$ cat src/fpdl_pkg.sv
// package: register map, fuse layout and timing constants for the fuse partition and debug lock block
package fpdl_pkg;
	// fuse register offsets: printed offsets are not multiples of four, so they are indices
	localparam logic [7:0] FPDL_IDX_STARTUP = 8'h06;
	localparam logic [7:0] FPDL_IDX_CODE_END = 8'h07;
	localparam logic [7:0] FPDL_IDX_BOOT_END = 8'h08;
	localparam logic [7:0] FPDL_IDX_KEY = 8'h0a;
	// block-own registers (indices)
	localparam logic [7:0] FPDL_IDX_STATUS = 8'h10;
	localparam logic [7:0] FPDL_IDX_ERASE = 8'h11;
	localparam logic [7:0] FPDL_IDX_BOUNDS = 8'h12;
	localparam int FPDL_WORD_SHIFT = 2;
	// key and field layout
	localparam logic [7:0] FPDL_OPEN_KEY = 8'hc5;
	localparam logic [7:0] FPDL_ZERO_BYTE = 8'h00;
	localparam int FPDL_DLY_W = 3;
	localparam logic [2:0] FPDL_DLY_MAX = 3'h7;
	// flash addressing: byte address width, 256-byte block shift
	localparam int FPDL_FADDR_W = 17;
	localparam int FPDL_BLOCK_SHIFT = 8;
	localparam logic [FPDL_FADDR_W-1:0] FPDL_FLASH_TOP_DEF = 17'h0c000;
	// erase command key written to the erase register
	localparam logic [7:0] FPDL_ERASE_CMD = 8'h5a;
	// timing: 1 ms base unit at 25 MHz
	localparam int FPDL_CLK_HZ = 25000000;
	localparam int FPDL_MS_UNIT = 1;
	localparam int FPDL_MS_CYCLES = FPDL_CLK_HZ / 1000 * FPDL_MS_UNIT;
	localparam int FPDL_MS_CNT_W = 15;
	localparam int FPDL_MS_TOTAL_W = 7;
	// debug-port target regions
	typedef enum logic [2:0] {
		FPDL_RG_SRAM = 3'h0,
		FPDL_RG_REGS = 3'h1,
		FPDL_RG_FLASH = 3'h2,
		FPDL_RG_EEPROM = 3'h3,
		FPDL_RG_USER_ROW = 3'h4,
		FPDL_RG_SIG_ROW = 3'h5,
		FPDL_RG_FUSE = 3'h6,
		FPDL_RG_CS = 3'h7
	} fpdl_region_t;
	// flash section classes
	typedef enum logic [1:0] {
		FPDL_SEC_BOOT = 2'h0,
		FPDL_SEC_CODE = 2'h1,
		FPDL_SEC_DATA = 2'h2
	} fpdl_sec_t;
	// start-up sequencer states, gray along the path
	typedef enum logic [1:0] {
		FPDL_ST_WAIT = 2'b00,
		FPDL_ST_RUN = 2'b01
	} fpdl_state_t;
endpackage

$ cat src/fpdl_ms_timer.sv
// file: start-up delay counter built from a 1 ms enable pulse
`timescale 1ns/1ps
module fpdl_ms_timer
	import fpdl_pkg::*;
(
	// clock and reset
	input wire logic pclk,
	input wire logic presetn,
	// control
	input wire logic start,
	input wire logic [FPDL_MS_TOTAL_W-1:0] total_ms,
	// status
	output logic done
);
	logic [FPDL_MS_CNT_W-1:0] div_r;
	logic [FPDL_MS_TOTAL_W-1:0] ms_r;
	logic run_r;
	logic done_r;
	wire ms_tick = run_r && (div_r == FPDL_MS_CNT_W'(FPDL_MS_CYCLES - 1));
	wire reached = (ms_r == total_ms);
	// divider giving a one-cycle pulse each millisecond, and the millisecond count
	always_ff @(posedge pclk or negedge presetn) begin
		if (!presetn) begin
			div_r <= '0;
			ms_r <= '0;
			run_r <= 1'b0;
			done_r <= 1'b0;
		end else if (start) begin
			div_r <= '0;
			ms_r <= '0;
			run_r <= 1'b1;
			done_r <= 1'b0;
		end else if (run_r) begin
			if (reached) begin
				run_r <= 1'b0;
				done_r <= 1'b1;
			end else if (ms_tick) begin
				div_r <= '0;
				ms_r <= ms_r + 1'b1;
			end else begin
				div_r <= div_r + 1'b1;
			end
		end
	end
	assign done = done_r;
endmodule

$ cat src/fpdl_top.sv
// file: fuse decode, flash partition, debug-port lock filter and APB register slave
// How it works
// - start-up delay 0..64 ms from code
// - application end fuse times 256 bytes
// - flash at or above both code end and boot end is data
// - zero app end means code to top
// - boot end fuse times 256 bytes
// - zero boot end makes all boot
// - open only when key equals C5
// - locked debug port sees only control space, and writes only the user row
// - cpu accesses never blocked by lock
// - unlocked debug full access, signature row read-only
// - locked debug denied except control-space read and user row write
// - denied reads return zero data
// - locked user row write-only via fuse command
// - unlock only through full device erase
// - locked erase always clears eeprom
//
// Our own choice: the APB slave port.
`timescale 1ns/1ps
module fpdl_top
	import fpdl_pkg::*;
(
	// clock and reset
	input wire logic pclk,
	input wire logic presetn,
	// apb slave
	input wire logic psel,
	input wire logic penable,
	input wire logic pwrite,
	input wire logic [11:0] paddr,
	input wire logic [31:0] pwdata,
	input wire logic [3:0] pstrb,
	output logic [31:0] prdata,
	output logic pready,
	output logic pslverr,
	// raw fuse array values
	input wire logic [7:0] fuse_startup,
	input wire logic [7:0] fuse_application_code_end,
	input wire logic [7:0] fuse_boot_section_end,
	input wire logic [7:0] fuse_key,
	input wire logic fuse_keep_eeprom,
	input wire logic [FPDL_FADDR_W-1:0] flash_top,
	// start-up
	output logic code_run,
	output logic [FPDL_DLY_W-1:0] startup_delay_select,
	// flash partition query
	input wire logic [FPDL_FADDR_W-1:0] part_addr,
	output logic [1:0] part_section,
	output logic [FPDL_FADDR_W-1:0] boot_section_end,
	output logic [FPDL_FADDR_W-1:0] application_code_end,
	// cpu access request (bypasses the lock filter)
	input wire logic cpu_req,
	input wire logic cpu_write,
	input wire logic [2:0] cpu_region,
	output logic cpu_grant,
	// debug programming port request
	input wire logic dbg_req,
	input wire logic dbg_write,
	input wire logic dbg_fuse_cmd,
	input wire logic [2:0] dbg_region,
	input wire logic [7:0] dbg_rdata_mem,
	output logic dbg_grant,
	output logic dbg_bus_en,
	output logic [7:0] dbg_rdata,
	// full device erase
	input wire logic dbg_erase_req,
	input wire logic erase_done,
	output logic erase_start,
	output logic erase_eeprom,
	output logic locked
);
	logic [7:0] dly_r, app_r, boot_r, key_r;
	logic keep_ee_r;
	logic run_started;
	logic capt_r;
	logic lock_r;
	logic erasing_r;
	logic ee_r;
	logic [7:0] drd_r;
	logic [31:0] prdata_r;
	fpdl_state_t st_r, st_nxt;

	always_ff @(posedge pclk or negedge presetn) begin
		if (!presetn) begin
			capt_r <= 1'b0;
			dly_r <= FPDL_ZERO_BYTE;
			app_r <= FPDL_ZERO_BYTE;
			boot_r <= FPDL_ZERO_BYTE;
			key_r <= FPDL_ZERO_BYTE;
			keep_ee_r <= 1'b0;
		end else if (!capt_r) begin
			capt_r <= 1'b1;
			dly_r <= fuse_startup;
			app_r <= fuse_application_code_end;
			boot_r <= fuse_boot_section_end;
			key_r <= fuse_key;
			keep_ee_r <= fuse_keep_eeprom;
		end
	end

	wire key_open = (key_r == FPDL_OPEN_KEY);

	// lock state, erase is the only exit
	always_ff @(posedge pclk or negedge presetn) begin
		if (!presetn) begin
			lock_r <= 1'b1;
		end else if (erasing_r && erase_done) begin
			lock_r <= 1'b0;
		end else if (capt_r && !erasing_r && st_r == FPDL_ST_WAIT && !run_started) begin
			lock_r <= !key_open;
		end
	end

	// start-up sequencer
	logic timer_done;
	logic timer_start;
	assign timer_start = capt_r && !run_started;
	always_ff @(posedge pclk or negedge presetn) begin
		if (!presetn) begin
			run_started <= 1'b0;
			st_r <= FPDL_ST_WAIT;
		end else begin
			if (capt_r) begin
				run_started <= 1'b1;
			end
			st_r <= st_nxt;
		end
	end
	always_comb begin
		st_nxt = st_r;
		case (st_r)
			FPDL_ST_WAIT: begin
				if (run_started && timer_done) begin
					st_nxt = FPDL_ST_RUN;
				end
			end
			FPDL_ST_RUN: begin
				st_nxt = FPDL_ST_RUN;
			end
			default: begin
				st_nxt = FPDL_ST_WAIT;
			end
		endcase
	end

	wire [2:0] dly_code = dly_r[FPDL_DLY_W-1:0];
	wire [FPDL_MS_TOTAL_W-1:0] dly_ms = (dly_code == 3'h0) ? '0 :
		FPDL_MS_TOTAL_W'(7'h01 << (dly_code - 3'h1));
	fpdl_ms_timer u_timer (
		.pclk(pclk),
		.presetn(presetn),
		.start(timer_start),
		.total_ms(dly_ms),
		.done(timer_done)
	);
	assign code_run = (st_r == FPDL_ST_RUN);
	assign startup_delay_select = dly_code;

	wire [FPDL_FADDR_W-1:0] boot_b = {1'b0, boot_r, 8'h00};
	wire [FPDL_FADDR_W-1:0] boot_end_w = (boot_r == FPDL_ZERO_BYTE) ? flash_top : boot_b;
	wire [FPDL_FADDR_W-1:0] app_b = {1'b0, app_r, 8'h00};
	wire [FPDL_FADDR_W-1:0] app_end_w = (app_r == FPDL_ZERO_BYTE) ? flash_top : app_b;
	assign boot_section_end = boot_end_w;
	assign application_code_end = app_end_w;
	assign part_section = (part_addr < boot_end_w) ? FPDL_SEC_BOOT :
		(part_addr < app_end_w) ? FPDL_SEC_CODE : FPDL_SEC_DATA;

	// cpu grant, signature row and fuses read-only
	wire cpu_ro = (cpu_region == FPDL_RG_SIG_ROW) || (cpu_region == FPDL_RG_FUSE);
	assign cpu_grant = cpu_req && !(cpu_write && cpu_ro);

	wire dbg_open_ok = !(dbg_write && dbg_region == FPDL_RG_SIG_ROW);
	wire dbg_lock_ok = (dbg_region == FPDL_RG_CS && !dbg_write) ||
		(dbg_region == FPDL_RG_USER_ROW && dbg_write && dbg_fuse_cmd);
	wire dbg_ok = lock_r ? dbg_lock_ok : dbg_open_ok;
	// read completes even when denied
	assign dbg_grant = dbg_req && (dbg_ok || !dbg_write);
	assign dbg_bus_en = dbg_req && dbg_ok && !(lock_r && dbg_region == FPDL_RG_CS);

	always_ff @(posedge pclk or negedge presetn) begin
		if (!presetn) begin
			drd_r <= FPDL_ZERO_BYTE;
		end else if (dbg_req && !dbg_write) begin
			drd_r <= dbg_ok ? dbg_rdata_mem : FPDL_ZERO_BYTE;
		end
	end
	assign dbg_rdata = drd_r;

	// apb decode
	wire [31:0] sw_erase = {24'h000000, FPDL_ERASE_CMD};
	wire [9:0] widx = paddr[11:FPDL_WORD_SHIFT];
	wire sel_dly = (widx == 10'(FPDL_IDX_STARTUP));
	wire sel_app = (widx == 10'(FPDL_IDX_CODE_END));
	wire sel_boot = (widx == 10'(FPDL_IDX_BOOT_END));
	wire sel_key = (widx == 10'(FPDL_IDX_KEY));
	wire sel_stat = (widx == 10'(FPDL_IDX_STATUS));
	wire sel_erase = (widx == 10'(FPDL_IDX_ERASE));
	wire sel_bnd = (widx == 10'(FPDL_IDX_BOUNDS));
	wire mapped = sel_dly | sel_app | sel_boot | sel_key | sel_stat | sel_erase | sel_bnd;
	wire apb_acc = psel && penable;
	wire apb_wr_erase = apb_acc && pwrite && sel_erase && pstrb[0] && (pwdata == sw_erase);
	wire bad_wr = pwrite && !sel_erase;

	wire erase_go = (dbg_erase_req || apb_wr_erase) && !erasing_r;
	always_ff @(posedge pclk or negedge presetn) begin
		if (!presetn) begin
			erasing_r <= 1'b0;
			ee_r <= 1'b0;
		end else if (erase_go) begin
			erasing_r <= 1'b1;
			ee_r <= lock_r || !keep_ee_r;
		end else if (erasing_r && erase_done) begin
			erasing_r <= 1'b0;
		end
	end
	assign erase_start = erase_go;
	assign erase_eeprom = ee_r;
	assign locked = lock_r;

	// read mux
	wire [31:0] stat_w = {26'h0, erasing_r, ee_r, code_run, key_open, capt_r, lock_r};
	wire [31:0] bnd_w = {8'h00, app_r, boot_r, 8'h00};
	wire [31:0] rd_w = sel_dly ? {24'h0, dly_r} :
		sel_app ? {24'h0, app_r} :
		sel_boot ? {24'h0, boot_r} :
		sel_key ? {24'h0, key_r} :
		sel_stat ? stat_w :
		sel_bnd ? bnd_w : 32'h00000000;
	always_ff @(posedge pclk or negedge presetn) begin
		if (!presetn) begin
			prdata_r <= 32'h00000000;
		end else if (psel && !penable && !pwrite) begin
			prdata_r <= rd_w;
		end
	end
	assign prdata = prdata_r;
	assign pready = 1'b1;
	assign pslverr = apb_acc && (!mapped || bad_wr);

	// assertions
	AST_KEY_OPEN: assert property (@(posedge pclk) disable iff (!presetn)
		$rose(capt_r) |=> (lock_r == (key_r != FPDL_OPEN_KEY)))
		else $error("lock state does not follow key");
	AST_LOCK_STAYS: assert property (@(posedge pclk) disable iff (!presetn)
		capt_r && $past(run_started) && $fell(lock_r) |-> $past(erasing_r && erase_done))
		else $error("lock left without erase");
	AST_EE_FORCED: assert property (@(posedge pclk) disable iff (!presetn)
		erase_go && lock_r |=> ee_r)
		else $error("locked erase kept eeprom");
	AST_DBG_DENY: assert property (@(posedge pclk) disable iff (!presetn)
		lock_r && dbg_req && dbg_region != FPDL_RG_USER_ROW && dbg_region != FPDL_RG_CS |-> !dbg_bus_en)
		else $error("locked debug reached memory");
	AST_MASK_RD: assert property (@(posedge pclk) disable iff (!presetn)
		lock_r && dbg_req && !dbg_write && dbg_region != FPDL_RG_CS |=> dbg_rdata == FPDL_ZERO_BYTE)
		else $error("denied read leaked data");
	AST_CPU_FREE: assert property (@(posedge pclk) disable iff (!presetn)
		cpu_req && !cpu_write |-> cpu_grant)
		else $error("cpu read blocked");
	AST_BOOT_ZERO: assert property (@(posedge pclk) disable iff (!presetn)
		capt_r && boot_r == FPDL_ZERO_BYTE && part_addr < flash_top |-> part_section == FPDL_SEC_BOOT)
		else $error("zero boot end not all boot");
	AST_DATA_SEC: assert property (@(posedge pclk) disable iff (!presetn)
		capt_r && part_addr >= app_end_w && part_addr >= boot_end_w |-> part_section == FPDL_SEC_DATA)
		else $error("data section misclassified");
	AST_DLY_ZERO: assert property (@(posedge pclk) disable iff (!presetn)
		$rose(capt_r) && fuse_startup[2:0] == 3'h0 |-> ##[1:6] code_run)
		else $error("zero delay start too slow");
	AST_HOLD: assert property (@(posedge pclk) disable iff (!presetn)
		capt_r && $past(capt_r) |-> $stable(boot_r) && $stable(app_r) && $stable(dly_r))
		else $error("captured fuse changed");
endmodule
$ cat config.mk
export PLATFORM = sky130hd
export DESIGN_NAME = fpdl_top
export DESIGN_NICKNAME = d
export VERILOG_FILES = /design/src/fpdl_pkg.sv /design/src/fpdl_ms_timer.sv /design/src/fpdl_top.sv
export SDC_FILE = /design/constraint.sdc
export NUM_CORES = 1
export LEC_CHECK = 0
export BUFFER_PORTS_ARGS = -buffer_cell sky130_fd_sc_hd__buf_2
export CAP_MARGIN = 20
export CORE_MARGIN = 2
export CORE_UTILIZATION = 54
export DETAILED_ROUTE_END_ITERATION = 8
export GPL_ROUTABILITY_DRIVEN = 0
export MAX_ROUTING_LAYER = met4
export PLACE_DENSITY_LB_ADDON = 0.2
export REMOVE_ABC_BUFFERS = 1
export SKIP_LAST_GASP = 1
export SLEW_MARGIN = 5
export SYNTH_ARGS = -nofsm -noshare
export SYNTH_HDL_FRONTEND = slang
export SYNTH_SLANG_ARGS = --single-unit
$ cat constraint.sdc
create_clock -name pclk -period 6.05 [get_ports pclk]
set_input_delay 0.605 -clock pclk [delete_from_list [all_inputs] [get_ports pclk]]
set_output_delay 0.605 -clock pclk [all_outputs]
set_load 0.005 [all_outputs]
==> results of run 1 <==
-- power breakdown --
part / internal (mW) / switching, mW
logic: 0.147 / 0.161
clock network: 0.224 / 0.214
registers: 0.685 / 0.0551
total: 1.06 / 0.430
-- kinds of logic after synthesis --
| logic type | count (synthesis) | synth area share [%] |
|---|---|---|
| and+or+nand+nor | 208 | 18.5 |
| AOI/OAI and AO/OA | 163 | 18.7 |
| DFF | 95 | 40.3 |
| buffers and inverters | 84 | 6.22 |
| muxes | 42 | 7.92 |
| adders and majority gates | 35 | 7.43 |
| xor gates and xnor gates | 5 | 0.743 |
| other | 2 | 0.127 |
-- cell usage in the layout (no fill, tap or decap), types with 14 or more instances in the layout --
cell	instances
nor3_1	16
nor2_1	28
o21ai_0	39
dfrtp_1	94
buf_2	213
a21o_1	14
nor2b_1	14
nand2_1	71
inv_1	45
nand4_1	19
a21oi_1	42
mux2_2	36
a22o_1	17
ha_1	35
-- state kept, by name (all words and copies together) (netlist names) --
signal / flops
boot_r: 8
erase_eeprom: 1
u_timer.ms_r: 7
keep_ee_r: 1
u_timer.done: 1
capt_r: 1
locked: 1
prdata: 24
run_started: 1
dbg_rdata: 8
dly_r: 8
erasing_r: 1
u_timer.run_r: 1
key_r: 8
st_r: 1
u_timer.div_r: 15
app_r: 8
-- path summary, 6_finish.rpt --
| path | startpoint | end | slack [ps] | cells after the start |
|---|---|---|---|---|
| max in group asynchronous | presetn | u_timer.div_r[2] | 4770 | 2 |
| worst min-delay path | presetn | dly_r[4] | 200 | 1 |
| worst min register to register | dbg_rdata[6] | dbg_rdata[6] | 480 | 2 |
| min in group pclk | erase_done | locked | 400 | 2 |
| worst max register to register | dly_r[1] | u_timer.div_r[3] | 3100 | 9 |
| worst max-delay path | app_r[6] | part_section[0] | 1200 | 12 |
-- critical path, delay by kind of cell (launching register included) --
family	cells	cell delay (ps)
AO/OA/AOI/OAI	4	1280
buffers and inverters	2	420
AND/OR/NAND/NOR	5	1460
flip-flops	1	440
adder cells (fa/ha/maj)	1	280
-- cell type report --
type | instances | area share [%]
multi-input cells | 463 | 43.9
flip-flops and latches | 95 | 32.8
repair buffers | 220 | 15.7
well taps | 140 | 2.42
clock buffers | 13 | 2.33
inverters | 45 | 2.33
clock inverters | 2 | 0.535
-- per-layer routing --
metal	part of all wire, %	routed length [um]	GRT usage [%]	vias up
met3	5.6	921	5.91	23
met1	42	6900	36.9	2732
met2	51	8450	49.3	164
met4	1.7	285	8.88	0
li1	-	-	-	2690
met5	0	0	-	-
==> flow_metrics.env, run 1 <==
export IMPL_async_reset_ff_share_pct=100
export IMPL_netlist_instances=634
export IMPL_cp_required_ps=5440
export IMPL_drv_slew=0
export IMPL_regArea_mm2=0.00238
export IMPL_leakage_nw=3.71
export IMPL_fin_nets=1010
export IMPL_h_tree_depth=3
export IMPL_synth_avg_cell_area_um2=9.30
export IMPL_synth_edf_count=0
export IMPL_postCtsHoldBufs=0
export IMPL_vias=5609
export IMPL_synthesis_area_mm2=0.00590
export IMPL_num_antenna_cells=0
export IMPL_core_area_mm2=0.0107
export IMPL_die_area_mm2=0.0118
export IMPL_critPathArrivalTime_ps=4240
export IMPL_max_freq_mhz=206
export IMPL_dp_cells=961
export IMPL_synth_top_area_cell="dfrtp_1"
export IMPL_finalSetupTns_ps=0
export IMPL_clk_latency_ps=370
export IMPL_setup_viol=0
export IMPL_layout_drive_gt1_share_pct=33.5
export IMPL_final_area_mm2=0.00725
export IMPL_yosysWarnings=0
export IMPL_wire_per_inst_um=16.9
export IMPL_synth_top_area_share_pct=39.9
export IMPL_drc_errors=0
export IMPL_worst_pin_slew_ps=790
export IMPL_place_area_mm2=0.00701
export IMPL_numCtsBuffers=9
export IMPL_finalCriticalPeriod_ps=4850
export IMPL_p_per_area_mw_per_mm2=205
export IMPL_fin_hold_ws_ps=200
export IMPL_synth_commonest_cells="94 x dfrtp_1, 71 x nand2_1, 45 x inv_1, 42 x a21oi_1, 39 x o21ai_0"
export IMPL_num_rows=38
export IMPL_critPathKind="reg2out"
export IMPL_critPathMaxStageDelay_ps=580
export IMPL_viasPerCell=5.74
export IMPL_grt_pass1_vias=5397
export IMPL_drtIter0Drc=335
export IMPL_first_pass_iters=4
export IMPL_crit_chain="or4_1 > nor2_1 > buf_4 > nand2_1 > ha_1 > a21o_1 > a21o_1 > a221o_1 > a2111oi_0 > nand2_1 > nor2_1 > buf_2"
export IMPL_track_usage_pct=29.8
export IMPL_grt_max_degree=55
export IMPL_synthTopCellsByArea="dfrtp_1 40%, ha_1 7.4%, mux2_2 6.9%"
export IMPL_antenna_found_initial=0
export IMPL_cts_tree="yes"
export IMPL_fillCellCount=880
export IMPL_maxCapViolCount=0
export IMPL_crit_fanout=10
export IMPL_final_util_pct=67.5
export IMPL_endpoint_kind="output pin"
export IMPL_cts_resized=0
export IMPL_clockBufferDepth=2
export IMPL_final_hold_viol_count=0
export IMPL_start_util_pct=54.9
export IMPL_cts_sinks=95
export IMPL_root_buffer="clkbuf_8"
export IMPL_vdd_ir_drop_max_uv=194
export IMPL_post_route_period_util_pct=80.1
export IMPL_min_path_type="in2async"
export IMPL_syn_to_final_growth_pct=23.0
export IMPL_die_width_um=108
export IMPL_slew_headroom_pct=47.4
export IMPL_status="finished, final reports clean"
export IMPL_io_pins=229
export IMPL_grt_setup_unrepaired="false"
export IMPL_yosysMostFrequentCell="dfrtp_1"
export IMPL_p_total_mw=1.49
export IMPL_pre_cts_ws_ps=1720
export IMPL_synth_distinct_cells=64
export IMPL_dpl_hpwl_mm=12.8
export IMPL_ys_seq_elements=95
export IMPL_yosys_most_used_dff="dfrtp_1"
export IMPL_critPathLaunchType="register"
export IMPL_critPathSlowestCell="nor2_1"
export IMPL_grt_pass1_wl_mm=26.7
export IMPL_post_cts_buffers=0
export IMPL_yosysSeqAreaShare_pct=40.3
export IMPL_fin_ws_ps=1200
export IMPL_port_buffers=214
export IMPL_antenna_left=0
export IMPL_final_cells=978
export IMPL_grt_overflow_total=0
export IMPL_multiInputGateArea_mm2=0.00318
export IMPL_routed_wl_mm=16.6
export IMPL_clk_pin_slew_worst_paths_ps=90
export IMPL_die_h_um=108
export IMPL_clock_skew_final_ps=12.0
(Power assumes the default switching activity.)
==> run 2: changes to the inputs <==
--- a/config.mk
+++ b/config.mk
@@ -5,10 +5,11 @@
 export SDC_FILE = /design/constraint.sdc
 export NUM_CORES = 1
 export LEC_CHECK = 0
+export ABC_AREA = 1
 export BUFFER_PORTS_ARGS = -buffer_cell sky130_fd_sc_hd__buf_2
 export CAP_MARGIN = 20
 export CORE_MARGIN = 2
-export CORE_UTILIZATION = 54
+export CORE_UTILIZATION = 51
 export DETAILED_ROUTE_END_ITERATION = 8
 export GPL_ROUTABILITY_DRIVEN = 0
 export MAX_ROUTING_LAYER = met4
==> constraint.sdc (replaced) <==
create_clock -name pclk -period 4.92 [get_ports pclk]
set_input_delay 0.492 -clock pclk [delete_from_list [all_inputs] [get_ports pclk]]
set_output_delay 0.492 -clock pclk [all_outputs]
set_load 0.005 [all_outputs]
==> flow_metrics.env, run 2 <==
export IMPL_grt_pass1_vias=6013
export IMPL_pre_cts_ws_ps=1500
export IMPL_synth_compound_area_share_pct=9.14
export IMPL_netlist_instances=937
export IMPL_status="finished, final reports clean"
export IMPL_final_hold_viol_count=0
export IMPL_final_cell_mix="258 x nand2_1, 213 x buf_2, 130 x inv_1, 111 x nor2_1, 94 x dfrtp_1"
export IMPL_first_pass_iters=5
export IMPL_vdd_ir_drop_max_uv=177
export IMPL_fin_hold_ws_ps=84.0
export IMPL_final_cells=1312
export IMPL_finalCriticalPeriod_ps=3820
export IMPL_fillCellCount=1135
export IMPL_grt_overflow_total=0
export IMPL_ys_seq_elements=95
export IMPL_num_rows=40
export IMPL_cts_resized=0
export IMPL_cts_tree="yes"
export IMPL_regArea_mm2=0.00238
export IMPL_die_width_um=116
export IMPL_yosysSeqAreaShare_pct=37.1
export IMPL_synthAdderAreaFrac_pct=6.84
export IMPL_final_util_pct=65.1
export IMPL_critPathLaunchType="register"
export IMPL_p_switching_uw=631
export IMPL_worst_pin_slew_ps=836
export IMPL_drtIter0Drc=472
export IMPL_pwr_share_comb_pct=19.6
export IMPL_yosysMostFrequentCell="nand2_1"
export IMPL_dpl_hpwl_mm=13.8
export IMPL_largest_register_ffs=24
export IMPL_syn_to_final_growth_pct=23.1
export IMPL_setup_viol=0
export IMPL_synth_xor_area_share_pct=1.50
export IMPL_clockBufferDepth=2
export IMPL_layout_drive_gt1_share_pct=22.7
export IMPL_antenna_found_initial=0
export IMPL_layout_commonest_cell="nand2_1"
export IMPL_slew_headroom_pct=44.1
export IMPL_p_per_area_mw_per_mm2=267
export IMPL_pwr_share_seq_pct=43.2
export IMPL_maxCapViolCount=0
export IMPL_synthMuxAreaShare_pct=0
export IMPL_clk_pin_slew_worst_paths_ps=80
export IMPL_fin_nets=1315
export IMPL_start_util_pct=52.9
export IMPL_leakage_nw=4.41
export IMPL_critPathKind="reg2out"
export IMPL_cp_startpoint="boot_r[7]"
export IMPL_postCtsHoldBufs=0
export IMPL_die_area_mm2=0.0135
export IMPL_reg2reg_slack_ps=2420
export IMPL_clk_latency_ps=350
export IMPL_p_int_mw=1.47
export IMPL_synth_avg_cell_area_um2=6.84
export IMPL_synth_top_area_cell="dfrtp_1"
export IMPL_post_route_period_util_pct=77.6
export IMPL_reg2reg_from="capt_r"
export IMPL_swShare_pct=30.0
export IMPL_track_usage_pct=27.5
export IMPL_fin_ws_ps=1100
export IMPL_dp_cells=1296
export IMPL_routed_wl_mm=17.7
export IMPL_yosys_most_used_dff="dfrtp_1"
export IMPL_clock_skew_final_ps=8.17
export IMPL_max_freq_mhz=262
export IMPL_synth_distinct_cells=39
export IMPL_root_buffer="clkbuf_16"
export IMPL_critPathArrivalTime_ps=3320
export IMPL_r2r_cells=7
export IMPL_wire_per_inst_um=13.5
export IMPL_grt_setup_unrepaired="false"
export IMPL_synthesis_area_mm2=0.00640
export IMPL_drv_slew=0
export IMPL_min_path_type="in2async"
export IMPL_num_antenna_cells=0
export IMPL_synth_commonest_cells="258 x nand2_1, 130 x inv_1, 111 x nor2_1, 94 x dfrtp_1, 90 x nand3_1"
export IMPL_final_area_mm2=0.00788
export IMPL_vias=6671
export IMPL_synthTopCellsByArea="dfrtp_1 37%, nand2_1 15%, inv_1 7.6%"
export IMPL_antenna_left=0
export IMPL_place_area_mm2=0.00755
export IMPL_port_buffers=214
export IMPL_viasPerCell=5.08
export IMPL_async_reset_ff_share_pct=100
export IMPL_cp_required_ps=4430
export IMPL_synth_edf_count=0
export IMPL_yosysWarnings=0
export IMPL_crit_end="part_section[0]"
export IMPL_finalSetupTns_ps=0
export IMPL_cts_sinks=95
export IMPL_synth_top_area_share_pct=36.7
export IMPL_grt_max_degree=63
export IMPL_p_total_mw=2.10
export IMPL_synth_top_family_by_area="simple AND/OR/NAND/NOR gates"
export IMPL_h_tree_depth=3
export IMPL_multiInputGateArea_mm2=0.00335
export IMPL_clockPowerShare_pct=37.3
export IMPL_endpoint_kind="output pin"
export IMPL_grt_pass1_wl_mm=28.2
export IMPL_reg2reg_to="u_timer.div_r[13]"
export IMPL_io_pins=229
export IMPL_yosys_area_share_simple_pct=34.3
export IMPL_drc_errors=0
export IMPL_die_h_um=116
export IMPL_post_cts_buffers=0
export IMPL_core_area_mm2=0.0121
export IMPL_crit_fanout=10
export IMPL_numCtsBuffers=9
## run 2: worst max-delay path: stages (launching register included)
cell and delay (ps):
dfrtp_1 380, inv_1 140, nand4_1 180, nor2_2 390
clkinv_1 360, nor2_1 250, inv_1 80, ha_1 280
nand2_1 70, nor2_1 140, nor3b_1 190, nand2_1 70
nand3_1 90, nor2b_1 200, buf_2 150
## run 2: power by group through the flow
stage	sequential [mW]	clock, mW	combinational [mW]
final	0.907	0.783	0.412
after global routing	0.916	0.828	0.477
after CTS	0.906	0.795	0.415
after detailed placement	0.920	0	0.411
after global placement	0.919	0	0.403
after floorplan	0.901	0	0.237
## run 2: routing by layer
layer / vias to the layer above / GRT usage [%] / wire length (um)
li1: 3372 / - / -
met1: 3028 / 35.0 / 7610
met2: 235 / 44.6 / 8490
met3: 36 / 4.08 / 1130
met4: 0 / 11.0 / 433
met5: - / - / 0
## run 2: layout make-up
cell class | instances | share of cell area (%)
clock buffers | 9 | 2.86
well taps | 168 | 2.67
flip-flops and latches | 95 | 30.2
repair buffers | 217 | 13.9
multi-input cells | 680 | 42.5
inverters | 136 | 6.48
clock inverters | 7 | 1.38
## run 2: worst min path at each step
stage | from | to | slack (ps) | depth (start not counted)
2_1_floorplan | presetn | app_r[0] | 200 | 0
3_3_place_gp | run_started | run_started | 450 | 2
3_5_place_dp | presetn | dly_r[7] | 470 | 1
4_1_cts | presetn | dly_r[7] | 100 | 1
5_1_grt | presetn | dly_r[7] | 110 | 1
6_report | presetn | dly_r[7] | 80 | 1
## run 2: cells by family after synthesis
kind of cell             Yosys count
AO/OA/AOI/OAI                    112
XOR/XNOR                          11
adder cells (fa/ha/maj)           35
buffers and inverters            170
flip-flops                        95
other                              2
AND/OR/NAND/NOR                  512
